### config.mk
export PLATFORM = sky130hd
export DESIGN_NAME = ast_uart
export DESIGN_NICKNAME = d
export VERILOG_FILES = /design/src/verilog/ast_pkg.sv /design/src/verilog/ast_uart.sv
export SDC_FILE = /design/constraint.sdc
export NUM_CORES = 1
export LEC_CHECK = 0
export BUFFER_PORTS_ARGS = -buffer_cell sky130_fd_sc_hd__buf_2
export CAP_MARGIN = 25
export CORE_MARGIN = 5
export CORE_UTILIZATION = 57
export DETAILED_ROUTE_END_ITERATION = 6
export HOLD_SLACK_MARGIN = 0.15
export PLACE_DENSITY = 0.81
export SLEW_MARGIN = 0
export SYNTH_ARGS = -nofsm -noshare
export SYNTH_HDL_FRONTEND = slang
export SYNTH_SLANG_ARGS = --single-unit
### constraint.sdc
create_clock -name pclk -period 2.6 [get_ports pclk]
set_clock_uncertainty 0.05 [all_clocks]
set_input_delay 0.39 -clock pclk [delete_from_list [all_inputs] [get_ports pclk]]
set_output_delay 0.39 -clock pclk [all_outputs]
set_load 0.05 [all_outputs]
### src/verilog/ast_pkg.sv
// constants for the asynchronous serial transceiver: register map, field layout,
// reset values and the transfer clock divisors
// assumes a 32-bit apb with byte addresses and the system clock on pclk
package ast_pkg;
  // printed offsets are register indexes; byte address is four times the index
  localparam logic [7:0] AST_IDX_STATUS = 8'h20;
  localparam logic [7:0] AST_IDX_CTRL   = 8'h21;
  localparam logic [7:0] AST_IDX_DATA   = 8'h22;
  localparam int         AST_AW         = 10;
  localparam logic [AST_AW-1:0] AST_ADDR_STATUS = {AST_IDX_STATUS, 2'b00};
  localparam logic [AST_AW-1:0] AST_ADDR_CTRL   = {AST_IDX_CTRL, 2'b00};
  localparam logic [AST_AW-1:0] AST_ADDR_DATA   = {AST_IDX_DATA, 2'b00};

  // line_control_register fields
  localparam int AST_CTL_TXE  = 7;
  localparam int AST_CTL_RXE  = 6;
  localparam int AST_CTL_STOP_LENGTH_SELECT = 5;
  localparam int AST_CTL_EVEN = 4;
  localparam int AST_CTL_PE   = 3;
  localparam int AST_CTL_BRG  = 0;
  localparam logic [7:0] AST_CTL_RESET = 8'h00;

  // line_status_register fields
  localparam int AST_ST_PARITY_ERROR_FLAG = 7;
  localparam int AST_ST_FRAMING_ERROR_FLAG = 6;
  localparam int AST_ST_OVERRUN_FLAG = 5;
  localparam int AST_ST_RX_BUFFER_FULL_FLAG = 4;
  localparam int AST_ST_TX_DONE_FLAG = 3;
  localparam int AST_ST_TX_BUFFER_EMPTY_FLAG = 2;

  localparam logic [7:0] AST_BUF_RESET = 8'h00;

  // rate select codes and divisors of the system clock
  localparam logic [2:0] AST_BRG_TIMER = 3'b110;
  localparam logic [8:0] AST_DIV0 = 9'd13;
  localparam logic [8:0] AST_DIV1 = 9'd26;
  localparam logic [8:0] AST_DIV2 = 9'd52;
  localparam logic [8:0] AST_DIV3 = 9'd104;
  localparam logic [8:0] AST_DIV4 = 9'd208;
  localparam logic [8:0] AST_DIV5 = 9'd416;
  localparam logic [8:0] AST_DIV7 = 9'd96;

  // oversample ticks per bit and the three voting points
  localparam logic [3:0] AST_TICK_LAST = 4'd15;
  localparam logic [3:0] AST_SAMP_A    = 4'd7;
  localparam logic [3:0] AST_SAMP_B    = 4'd8;
  localparam logic [3:0] AST_SAMP_C    = 4'd9;

  // frame bit indexes: 0 start, 1..8 data, then parity and stop bits
  localparam logic [3:0] AST_BIT_FIRST_DATA = 4'd1;
  localparam logic [3:0] AST_BIT_LAST_DATA  = 4'd8;

  typedef enum logic [0:0] {
    AST_IDLE = 1'b0,
    AST_BUSY = 1'b1
  } ast_state_t;
endpackage

### src/verilog/ast_uart.sv
// asynchronous serial transceiver with apb register access
// assumes rxd_in arrives from a pin and timer_tick is a one-cycle pulse on pclk
//
// Local design decision: the APB register port.
`timescale 1ns/10ps

// Summary of operation
// RULE1 - frame is low start bit, data, optional parity, one or more high stops
// RULE2 - timer source code: timer pulses are the transfer clock, bit rate is it over sixteen
// RULE3 - rate codes 0-5 divide by 13..416, code 6 timer, code 7 divides by 96
// RULE4 - hunt for low at tick rate; vote ticks 7, 8, 9 of every bit
// RULE5 - transmitter sends one or two stop bits per stop length select
// RULE6 - parity added and checked only when enabled; odd or even, shared both ways
// RULE7 - status read then buffer write clears empty flag and starts the byte
// RULE8 - start of shifting sets empty flag and pulses the transmit interrupt
// RULE9 - serial output idles high while disabled and until first byte written
// RULE10 - buffer write without prior status read is ignored
// RULE11 - completed frame loads data only, sets full flag, pulses receive interrupt
// RULE12 - frame completing with buffer full sets overrun, new data discarded
// RULE13 - no receiving while overrun flag is set
// RULE14 - parity mismatch on received data sets parity error flag
// RULE15 - stop bit sampled low sets framing error flag
// RULE16 - receive flags clear only on buffer read after status read
// RULE17 - overrun set after the status read survives the buffer read
// RULE18 - transmit end set when done and buffer empty, cleared when next starts
// RULE19 - receive disable waits for the current frame to finish
// RULE20 - receive and transmit buffers share one address, read versus write
// RULE21 - transmit disable waits for frame end; waiting byte is dropped
// RULE22 - software disables both directions before changing the rate field
// RULE23 - eight data bits, lsb first, parity over those eight
// RULE24 - reset clears errors and full flag, sets end and empty, zeroes buffers
module ast_uart
  import ast_pkg::*;
(
  input  wire logic                 pclk,
  input  wire logic                 presetn,
  input  wire logic                 psel,
  input  wire logic                 penable,
  input  wire logic                 pwrite,
  input  wire logic [ast_pkg::AST_AW-1:0] paddr,
  input  wire logic [31:0]          pwdata,
  output logic      [31:0]          prdata,
  output logic                      pready,
  output logic                      pslverr,
  input  wire logic                 rxd_in,
  input  wire logic                 timer_tick,
  output logic                      txd,
  output logic                      tx_event_irq,
  output logic                      rx_event_irq
);
  import ast_pkg::*;

  function automatic logic [8:0] ast_div(input logic [2:0] code);
    logic [8:0] d;
    d = AST_DIV7;
    case (code)
      3'd0: d = AST_DIV0;
      3'd1: d = AST_DIV1;
      3'd2: d = AST_DIV2;
      3'd3: d = AST_DIV3;
      3'd4: d = AST_DIV4;
      3'd5: d = AST_DIV5;
      default: d = AST_DIV7;
    endcase
    return d;
  endfunction

  // parity bit for eight data bits; even parity makes the total count even
  function automatic logic ast_par(input logic [7:0] d, input logic even);
    return even ? (^d) : ~(^d);
  endfunction

  // ---------------- apb slave ----------------
  logic [7:0] ctrl;
  logic [7:0] rx_holding_buffer;
  logic [7:0] tx_holding_buffer;
  logic       parity_error_flag;
  logic       framing_error_flag;
  logic       overrun_flag;
  logic       rx_buffer_full_flag;
  logic       tx_done_flag;
  logic       tx_buffer_empty_flag;
  logic       rd_seen;
  logic       overrun_flag_seen;
  logic       wr_seen;
  logic       tx_pend;

  wire        acc       = psel & penable & ~pready;
  wire        done      = psel & penable & pready;
  wire        hit_st    = paddr == AST_ADDR_STATUS;
  wire        hit_ctl   = paddr == AST_ADDR_CTRL;
  wire        hit_dat   = paddr == AST_ADDR_DATA;
  wire        mapped    = hit_st | hit_ctl | hit_dat;
  wire        st_rd     = done & ~pwrite & hit_st;
  wire        dat_rd    = done & ~pwrite & hit_dat;
  wire        dat_wr    = done & pwrite & hit_dat;
  wire        ctl_wr    = done & pwrite & hit_ctl;
  wire        tx_enable_bit      = ctrl[AST_CTL_TXE];
  wire        rx_enable_bit      = ctrl[AST_CTL_RXE];
  wire        stop_length_select = ctrl[AST_CTL_STOP_LENGTH_SELECT];
  wire        parity_even        = ctrl[AST_CTL_EVEN];
  wire        parity_enable_bit  = ctrl[AST_CTL_PE];
  wire [2:0]  rate_select_field  = ctrl[AST_CTL_BRG +: 3];
  wire [7:0]  line_status = {parity_error_flag, framing_error_flag, overrun_flag,
                             rx_buffer_full_flag, tx_done_flag, tx_buffer_empty_flag,
                             2'b00};
  wire [7:0]  rd_byte = hit_st  ? line_status :
                        hit_ctl ? ctrl :
                        rx_holding_buffer;                         // [RULE20]

  always_ff @(posedge pclk or negedge presetn) begin
    if (!presetn) begin
      pready  <= 1'b0;
      pslverr <= 1'b0;
      prdata  <= 32'h0000_0000;
    end else begin
      pready  <= acc;
      pslverr <= acc & ~mapped;
      prdata  <= (acc & ~pwrite) ? {24'h00_0000, rd_byte} : 32'h0000_0000;
    end
  end

  always_ff @(posedge pclk or negedge presetn) begin
    if (!presetn) begin
      ctrl <= AST_CTL_RESET;
    end else if (ctl_wr) begin
      ctrl <= pwdata[7:0];                                         // [RULE22]
    end
  end

  // status-read memory for the two read-then-access sequences
  wire clr_rx = dat_rd & rd_seen;                                  // [RULE16]
  wire tx_ok  = dat_wr & wr_seen & tx_enable_bit;                  // [RULE7] [RULE10]

  always_ff @(posedge pclk or negedge presetn) begin
    if (!presetn) begin
      rd_seen   <= 1'b0;
      wr_seen   <= 1'b0;
      overrun_flag_seen <= 1'b0;
    end else begin
      if (st_rd) begin
        rd_seen   <= 1'b1;
        wr_seen   <= 1'b1;
        overrun_flag_seen <= overrun_flag;                                 // [RULE17]
      end else begin
        if (dat_rd) begin
          rd_seen <= 1'b0;
        end
        if (dat_wr) begin
          wr_seen <= 1'b0;
        end
      end
    end
  end

  // ---------------- transfer clock ----------------
  logic [8:0] div_cnt;
  logic       tick;
  logic [1:0] rx_sync;
  wire  [8:0] div_top  = ast_div(rate_select_field) - 9'd1;
  wire        use_tmr  = rate_select_field == AST_BRG_TIMER;

  always_ff @(posedge pclk or negedge presetn) begin
    if (!presetn) begin
      div_cnt <= 9'd0;
      tick    <= 1'b0;
      rx_sync <= 2'b11;
    end else begin
      div_cnt <= (use_tmr || div_cnt >= div_top) ? 9'd0 : div_cnt + 9'd1; // [RULE3]
      tick    <= use_tmr ? timer_tick : (div_cnt >= div_top);      // [RULE2] [RULE3]
      rx_sync <= {rx_sync[0], rxd_in};
    end
  end

  wire rxd = rx_sync[1];

  // ---------------- transmitter ----------------
  ast_state_t tx_state;
  logic [3:0] tx_tick;
  logic [3:0] tx_bit;
  logic [8:0] tx_shift;
  wire  [3:0] tx_last = 4'd9 + {3'd0, parity_enable_bit} + {3'd0, stop_length_select};
  wire        tx_go   = tx_state == AST_IDLE && tx_pend && tx_enable_bit && tick;
  wire        tx_end  = tx_state == AST_BUSY && tick && tx_tick == AST_TICK_LAST
                        && tx_bit == tx_last;
  wire        tx_step = tx_state == AST_BUSY && tick && tx_tick == AST_TICK_LAST;
  wire        tx_par_now = parity_enable_bit && tx_bit == 4'd9;
  wire        tx_stop_now = tx_bit > AST_BIT_LAST_DATA && !tx_par_now;
  wire        next_txd = tx_state == AST_IDLE ? 1'b1 :              // [RULE9]
                         tx_bit == 4'd0     ? 1'b0 :                // [RULE1]
                         tx_stop_now        ? 1'b1 :                // [RULE5]
                         tx_shift[0];

  always_ff @(posedge pclk or negedge presetn) begin
    if (!presetn) begin
      tx_state <= AST_IDLE;
      tx_tick  <= 4'd0;
      tx_bit   <= 4'd0;
      tx_shift <= 9'd0;
      txd      <= 1'b1;
    end else begin
      txd <= next_txd;
      if (tx_go) begin
        tx_state <= AST_BUSY;
        tx_tick  <= 4'd0;
        tx_bit   <= 4'd0;
        tx_shift <= {ast_par(tx_holding_buffer, parity_even), tx_holding_buffer}; // [RULE6]
      end else if (tx_end) begin
        tx_state <= AST_IDLE;                                      // [RULE21]
      end else if (tx_state == AST_BUSY && tick) begin
        tx_tick <= tx_tick + 4'd1;
        if (tx_step) begin
          tx_bit <= tx_bit + 4'd1;
          if (tx_bit != 4'd0) begin
            tx_shift <= {1'b1, tx_shift[8:1]};                     // [RULE23]
          end
        end
      end
    end
  end

  always_ff @(posedge pclk or negedge presetn) begin
    if (!presetn) begin
      tx_holding_buffer    <= AST_BUF_RESET;                       // [RULE24]
      tx_pend              <= 1'b0;
      tx_buffer_empty_flag <= 1'b1;
      tx_done_flag         <= 1'b1;
      tx_event_irq         <= 1'b0;
    end else begin
      tx_event_irq <= tx_go;                                       // [RULE8]
      if (tx_ok) begin
        tx_holding_buffer    <= pwdata[7:0];
        tx_pend              <= 1'b1;
        tx_buffer_empty_flag <= 1'b0;
      end else if (tx_go) begin
        tx_pend              <= 1'b0;
        tx_buffer_empty_flag <= 1'b1;                              // [RULE8]
      end else if (tx_state == AST_IDLE && !tx_enable_bit) begin
        tx_pend <= 1'b0;                                           // [RULE21]
      end
      if (tx_go) begin
        tx_done_flag <= 1'b0;                                      // [RULE18]
      end else if (tx_end && !tx_pend && !tx_ok) begin
        tx_done_flag <= 1'b1;                                      // [RULE18]
      end
    end
  end

  // ---------------- receiver ----------------
  ast_state_t rx_state;
  logic [3:0] rx_tick;
  logic [3:0] rx_bit;
  logic [1:0] rx_votes;
  logic [8:0] rx_shift;
  wire        rx_hunt  = rx_state == AST_IDLE && tick && rx_enable_bit
                         && !overrun_flag && !rxd;                 // [RULE4] [RULE13] [RULE19]
  wire        rx_vote  = rx_state == AST_BUSY && tick && rx_tick == AST_SAMP_C;
  wire        rx_smp   = rx_state == AST_BUSY && tick
                         && (rx_tick == AST_SAMP_A || rx_tick == AST_SAMP_B);
  wire        rx_maj   = rx_votes[1] | (rx_votes[0] & rxd);        // [RULE4]
  wire [3:0]  rx_stopi = 4'd9 + {3'd0, parity_enable_bit};
  wire        rx_abort = rx_vote && rx_bit == 4'd0 && rx_maj;
  wire        rx_fin   = rx_vote && rx_bit == rx_stopi;
  wire [7:0]  rx_data  = rx_shift[7:0];
  wire        rx_parity_error_flag  = parity_enable_bit
                         && ast_par(rx_data, parity_even) != rx_shift[8]; // [RULE14]
  wire        rx_load  = rx_fin && !rx_buffer_full_flag;
  wire        rx_ovr   = rx_fin && rx_buffer_full_flag;

  always_ff @(posedge pclk or negedge presetn) begin
    if (!presetn) begin
      rx_state <= AST_IDLE;
      rx_tick  <= 4'd0;
      rx_bit   <= 4'd0;
      rx_votes <= 2'b00;
      rx_shift <= 9'd0;
    end else begin
      if (rx_hunt) begin
        rx_state <= AST_BUSY;
        rx_tick  <= 4'd1;
        rx_bit   <= 4'd0;
      end else if (rx_abort || rx_fin) begin
        rx_state <= AST_IDLE;
      end else if (rx_state == AST_BUSY && tick) begin
        rx_tick <= rx_tick + 4'd1;
        if (rx_tick == AST_TICK_LAST) begin
          rx_bit <= rx_bit + 4'd1;
        end
      end
      if (rx_smp) begin
        rx_votes <= (rx_tick == AST_SAMP_A) ? {1'b0, rxd} : {rx_votes[0] & rxd,
                                                             rx_votes[0] | rxd};
      end
      if (rx_vote && rx_bit >= AST_BIT_FIRST_DATA && rx_bit <= AST_BIT_LAST_DATA) begin
        rx_shift[7:0] <= {rx_maj, rx_shift[7:1]};                  // [RULE23]
      end
      if (rx_vote && parity_enable_bit && rx_bit == 4'd9) begin
        rx_shift[8] <= rx_maj;
      end
    end
  end

  always_ff @(posedge pclk or negedge presetn) begin
    if (!presetn) begin
      rx_holding_buffer   <= AST_BUF_RESET;                        // [RULE24]
      rx_buffer_full_flag <= 1'b0;
      parity_error_flag   <= 1'b0;
      framing_error_flag  <= 1'b0;
      overrun_flag        <= 1'b0;
      rx_event_irq        <= 1'b0;
    end else begin
      rx_event_irq <= rx_load;                                     // [RULE11]
      if (rx_load) begin
        rx_holding_buffer   <= rx_data;                            // [RULE11]
        rx_buffer_full_flag <= 1'b1;
        parity_error_flag   <= rx_parity_error_flag;                            // [RULE14]
        framing_error_flag  <= !rx_maj;                            // [RULE15]
      end else if (clr_rx) begin
        rx_buffer_full_flag <= 1'b0;                               // [RULE16]
        parity_error_flag   <= 1'b0;
        framing_error_flag  <= 1'b0;
      end
      if (rx_ovr) begin
        overrun_flag <= 1'b1;                                      // [RULE12]
      end else if (clr_rx && overrun_flag_seen) begin
        overrun_flag <= 1'b0;                                      // [RULE17]
      end
    end
  end
endmodule
==> run metrics, run 1 <==
Layout Nets 581; # IOs 86; Tot GR Track Use 18.7%; Max clock buf depth 2; vias per cell 5.55; max_cap viols 0; met2 usage 30.4%; CTS hold repair buffers 2; CTS HTree Levels 3; CP Class flop to flop; startpoint types flop; top_reg_cell synth dfrtp_1; Core Util, Final 62.9%; Worst-Skew Late Latency 0.37 ns; cell count after placement 604; Post-Layout Cell Count 622; Req. time, crit path 2.81 ns; leading area contributor after synthesis dfrtp_1; DR DRC count 0; Hold Fails Final Rpt 0; pins over their slew limit 0; Tightest Pin Transition 0.678 ns; Vias 3,455; register area 0.00243 mm^2; CP delay by family, top compound AO/OA/AOI/OAI gates; Synth Register Bits 97; fmax 457 MHz; Fillers 678; Placement Setup Slack 0.376 ns; dpl cell area 0.00531 mm^2; Pre-antenna DRT Iters 4; Routability Congestion 0.803; vias in the first global route 3,557; DR iter-0 viols 136; CP max stage delay 0.51 ns; unrepaired setup endpoints after global routing no; static leakage 2.78 nW; Setup WS post-layout 0.411 ns; post-cts resize count 0; Sink Count 97; worst r2r path cells 7; crit share post-route 84.2%; post-synth cell types 66; Avg Cell Area, Syn 10.9 um^2; final hold slack 0.203 ns; TNS Setup 0 ns; worst reg2reg endpoint tick; met1 usage 24.3%; die area 0.0110 mm^2; CTS root buf clkbuf_8; Starting Density 58.6%; area delta synth->final 7.36%; Peak VDD IR 0.000323 V; CP arrival 2.40 ns; Ys Warns 0; WL final 9860 um; ranking of synthesized cells by area dfrtp_1 (45%), mux2_2 (7.0%), ha_1 (5.6%); Crit. End Element flop; final number of setup-violating endpoints 0; Post-synth EDFFs 0; remaining global-route overflow 0; PD cells 518 mW/mm^2; largest net degree at the start of global routing 54; CTS tree done; initial antenna violation count 0; # port buffers 37; Crit path depth 7; share of synthesized registers carrying an async set or reset 100%; die width 105 um; first-pass GRT wire length 16,900 um; min Tclk post-route 2.19 ns; Antenna diodes 0; routed len/inst 15.9 um; clock-pin slew on the worst setup and hold paths 0.09 ns; min-delay worst type input pin to flop; Post-Syn Instances 469; Critical path buffers and inverters 0; CP max-delay cell dfrtp_1; sequential area share after synthesis 47.4%; FF-to-FF setup slack 0.41 ns; Netlist Area Pre-Place 0.00513 mm^2; max_slew headroom 54.8%; site row count 34; Setup Fix Bufs, Post-CTS 0; critical-path cell list mux2i_1 > ha_1 > and4_1 > a221oi_1 > o21ai_0 > a31o_2 > o21a_1; worst setup path startpoint ctrl[0]; share of layout cells above drive strength 1 21.8%; status completed; core area 0.00876 mm^2; Die Y 105 um; CP Capture Point tick; busiest grt layer met2; Overall Power 2.85 mW; R2R Path Start ctrl[0]; grt met3 use 5.18%; design area 0.00551 mm^2; DRT antenna net count 0; CP max FO 10; total CTS buffers 9; DP Wirelength 7230 um; area occupied by multi-input gates 0.00243 mm^2; top cell type's share of synthesized area 44.9%
==> where the power goes <==
part / total (mW) / internal, mW / switching [mW]
registers: 1.61 / 1.55 / 0.0569
clock network: 0.922 / 0.401 / 0.521
logic: 0.322 / 0.101 / 0.220
==> final cells by class <==
| type | instances | area share, % |
|---|---|---|
| clock buffer | 12 | 2.82 |
| clock inverter | 4 | 0.522 |
| inverter | 19 | 1.29 |
| multi-input combinational | 337 | 44.2 |
| sequential | 97 | 44.2 |
| tap | 108 | 2.45 |
| timing repair buffer | 45 | 4.59 |
==> synth_stat cells (13+ instances only) <==
master	n
o21ai_0	30
mux2_2	32
mux2i_1	15
nand2_1	35
nand3_1	15
a21oi_1	13
ha_1	23
dfrtp_1	92
buf_4	26
xnor2_1	19
nor2_1	33
inv_1	18
==> layer usage <==
metal	share of wire (%)	vias to the layer above
li1	-	1660
met3	5.1	19
met5	0	-
met2	49	87
met4	2.1	0
met1	44	1689
==> cell usage in the layout, fill, tap and decap left out, types with 2 or more instances in the layout <==
cell type      instances
dlygate4sd3_1          2
mux2_2                32
nand4_1                2
nor2b_1                4
and2_1                 3
and4_1                 2
nand3_1               15
o211ai_1               3
o21ai_0               30
xor2_1                12
and3_1                 9
a21o_1                 4
nor3b_1                2
inv_1                 18
nor2_1                33
and4b_1                2
nand2b_1               6
nand3b_1               2
conb_1                24
o21bai_1               2
o21ai_1                2
nor4b_4                2
nand2_1               35
buf_4                  7
mux2i_1               15
nand2_2                2
dfrtp_1               92
and3b_1                2
dfstp_2                5
clkinvlp_4             2
a21oi_1               13
xnor2_1               19
o21ai_2                2
clkbuf_8              11
buf_2                 36
ha_1                  23
o22ai_1                5
o31ai_1                4
==> sequential cells by signal (all words and copies together) (netlist names), 2 cells and up <==
name               cells
tx_holding_buffer      8
rx_votes               2
ctrl                   8
rx_holding_buffer      8
rx_sync                2
tx_shift               9
div_cnt                9
rx_tick                4
rx_shift               9
rx_bit                 4
tx_bit                 4
prdata                 8
tx_tick                4
==> worst min path at each step <==
| stage | startpoint | end | slack, ns | cells past startpoint |
|---|---|---|---|---|
| floorplan | presetn | ctrl[0] | 0.04 | 0 |
| global placement | rx_sync[0] | rx_sync[1] | 0.30 | 0 |
| detailed placement | rx_sync[0] | rx_sync[1] | 0.30 | 0 |
| CTS | pwdata[3] | ctrl[3] | 0.20 | 3 |
| global route | pwdata[1] | ctrl[1] | 0.20 | 2 |
| finish | pwdata[3] | ctrl[3] | 0.20 | 3 |
==> kinds of logic after synthesis <==
family          count (synthesis)  share of synthesized area (%)
simple gates                  135                           15.2
other cells                     1                         0.0731
compound gates                 76                           9.19
xor+xnor                       32                           5.73
flops                          97                           47.4
fa+ha+maj                      23                           5.61
buf+inv                        58                           6.85
mux                            47                           9.95
==> tightest hold or removal path: stages <==
cell and delay [ns]:
buf_2 0.09, nand2_1 0.05, o21ai_0 0.06
Power figures use the tool's default switching activity.
==> run 2, diff against run 1 <==
--- a/config.mk
+++ b/config.mk
@@ -8,10 +8,10 @@
 export BUFFER_PORTS_ARGS = -buffer_cell sky130_fd_sc_hd__buf_2
 export CAP_MARGIN = 25
 export CORE_MARGIN = 5
-export CORE_UTILIZATION = 57
+export CORE_UTILIZATION = 51
 export DETAILED_ROUTE_END_ITERATION = 6
 export HOLD_SLACK_MARGIN = 0.15
-export PLACE_DENSITY = 0.81
+export PLACE_DENSITY = 0.76
 export SLEW_MARGIN = 0
 export SYNTH_ARGS = -nofsm -noshare
 export SYNTH_HDL_FRONTEND = slang
==> constraint.sdc (replaced) <==
create_clock -name pclk -period 1.81 [get_ports pclk]
set_clock_uncertainty 0.05 [all_clocks]
set_input_delay 0.2715 -clock pclk [delete_from_list [all_inputs] [get_ports pclk]]
set_output_delay 0.2715 -clock pclk [all_outputs]
set_load 0.05 [all_outputs]
==> run 2 against run 1 <==
The run now ends with negative setup slack left. Worst setup slack lost 0.54 ns. Global-route usage grew 1.6 points. Cell count grew 14%. Wire length grew 19%. Sequential cell count is the same.
==> run metrics, run 2 (same netlist as run 1, synthesis figures left out) <==
status finished with violations; failing checks negative setup slack; die width 110 um; Vias 3,855; Starting Density 52.5%; # IOs 86; FF-to-FF setup slack -0.13 ns; commonest non-fill, non-tap cells in the layout dfrtp_1 (85), buf_4 (47), buf_2 (36); CTS root buf clkbuf_8; vias per cell 5.42; DR iter-0 viols 214; worst setup path startpoint ctrl[1]; share of layout cells above drive strength 1 38.6%; unrepaired setup endpoints after global routing yes; PD cells 663 mW/mm^2; largest net degree at the start of global routing 65; Routability Congestion 0.786; crit share post-route 107%; Placement Setup Slack -0.253 ns; DP Wirelength 7500 um; R2R Path Start ctrl[1]; Setup WS post-layout -0.134 ns; Crit. End Element flop; Sink Count 97; Peak VDD IR 0.000592 V; total CTS buffers 9; first-pass GRT wire length 19,000 um; final number of setup-violating endpoints 24; area delta synth->final 27.6%; Tot GR Track Use 20.3%; Hold Fails Final Rpt 0; Die Y 110 um; pins over their slew limit 0; worst reg2reg endpoint tick; clock-pin slew on the worst setup and hold paths 0.09 ns; CP Capture Point tick; DR DRC count 0; site row count 36; CP max FO 5; CTS tree done; die area 0.0122 mm^2; # port buffers 37; worst r2r path cells 7; WL final 11,700 um; static leakage 3.21 nW; vias in the first global route 4,002; max_cap viols 0; Req. time, crit path 2.03 ns; biggest regs div_cnt: 9 flops, rx_shift: 9 flops, tx_shift: 9 flops; min-delay worst type input pin to flop; Max clock buf depth 2; Layout Nets 645; Pre-antenna DRT Iters 4; Antenna diodes 0; Post-Layout Cell Count 711; fmax 514 MHz; CP arrival 2.16 ns; DRT antenna net count 0; remaining global-route overflow 0; most common cell after layout, fill and taps aside dfrtp_1; CTS HTree Levels 3; Worst-Skew Late Latency 0.38 ns; min Tclk post-route 1.94 ns; CP Class flop to flop; core area 0.00977 mm^2; startpoint types flop; routed len/inst 16.4 um; cell count after placement 659; initial antenna violation count 0
[run 2: power by group]
part / internal (mW) / total (mW) / switching (mW)
clock network: 0.687 / 1.45 / 0.768
registers: 2.23 / 2.32 / 0.0844
logic: 0.223 / 0.575 / 0.352
total: 3.14 / 4.35 / 1.20
[run 2: routing by layer]
layer / GRT usage [%] / share of wire, % / vias to the layer above
li1: - / - / 1801
met2: 34.2 / 51 / 120
met1: 25.4 / 41 / 1905
met4: 7.56 / 2.2 / 0
met3: 4.95 / 5.8 / 29
met5: 0 / 0 / -
[run 2: worst min path at each step]
stage	from	to	slack, ns	cells after the start
6_report	penable	pslverr	0.17	3
4_1_cts	penable	pslverr	0.16	3
2_1_floorplan	presetn	ctrl[0]	-0.07	0
3_5_place_dp	presetn	rx_holding_buffer[6]	0.12	1
5_1_grt	penable	pslverr	0.18	3
3_3_place_gp	presetn	rx_holding_buffer[6]	0.12	1
[run 2: cell type report]
type | count | area (um^2)
Timing Repair Buffer | 108 | 857
Clock buffer | 11 | 141
Inverter | 19 | 71.3
Fill cell | 694 | 3220
Sequential cell | 97 | 2440
Clock inverter | 5 | 63.8
Multi-Input combinational cell | 338 | 2810
Tap cell | 133 | 166
[run 2: timing repair]
item,CTS,global route
hold buffers,12,0
hold endpoints to repair,112,0
buffers inserted,16,6
pin swaps,22,22
setup endpoints to repair,34,49
cloned,1,1
gates resized for setup,44,46
[run 2: worst max-delay path: stages (launching register included)]
cell and delay [ns]:
dfrtp_2 0.44, or3_1 0.38, ha_1 0.28, nand2b_4 0.15, a21oi_4 0.11, o21ai_2 0.08, a31o_4 0.25, o21a_1 0.10
[run 2: stage by stage]
step	power (mW)	utilization (%)	TNS, ns	cell area [um^2]	hold WS [ns]
2_1_floorplan	2.73	-	-1.13	5300	-0.0741
6_report	4.35	67.0	-1.66	6550	0.170
4_1_cts	4.38	64.7	-1.29	6320	0.155
3_3_place_gp	2.81	57.9	-1.54	5660	0.122
3_5_place_dp	2.83	57.9	-2.76	5660	0.121
5_1_grt	4.57	67.0	-3.79	6550	0.175
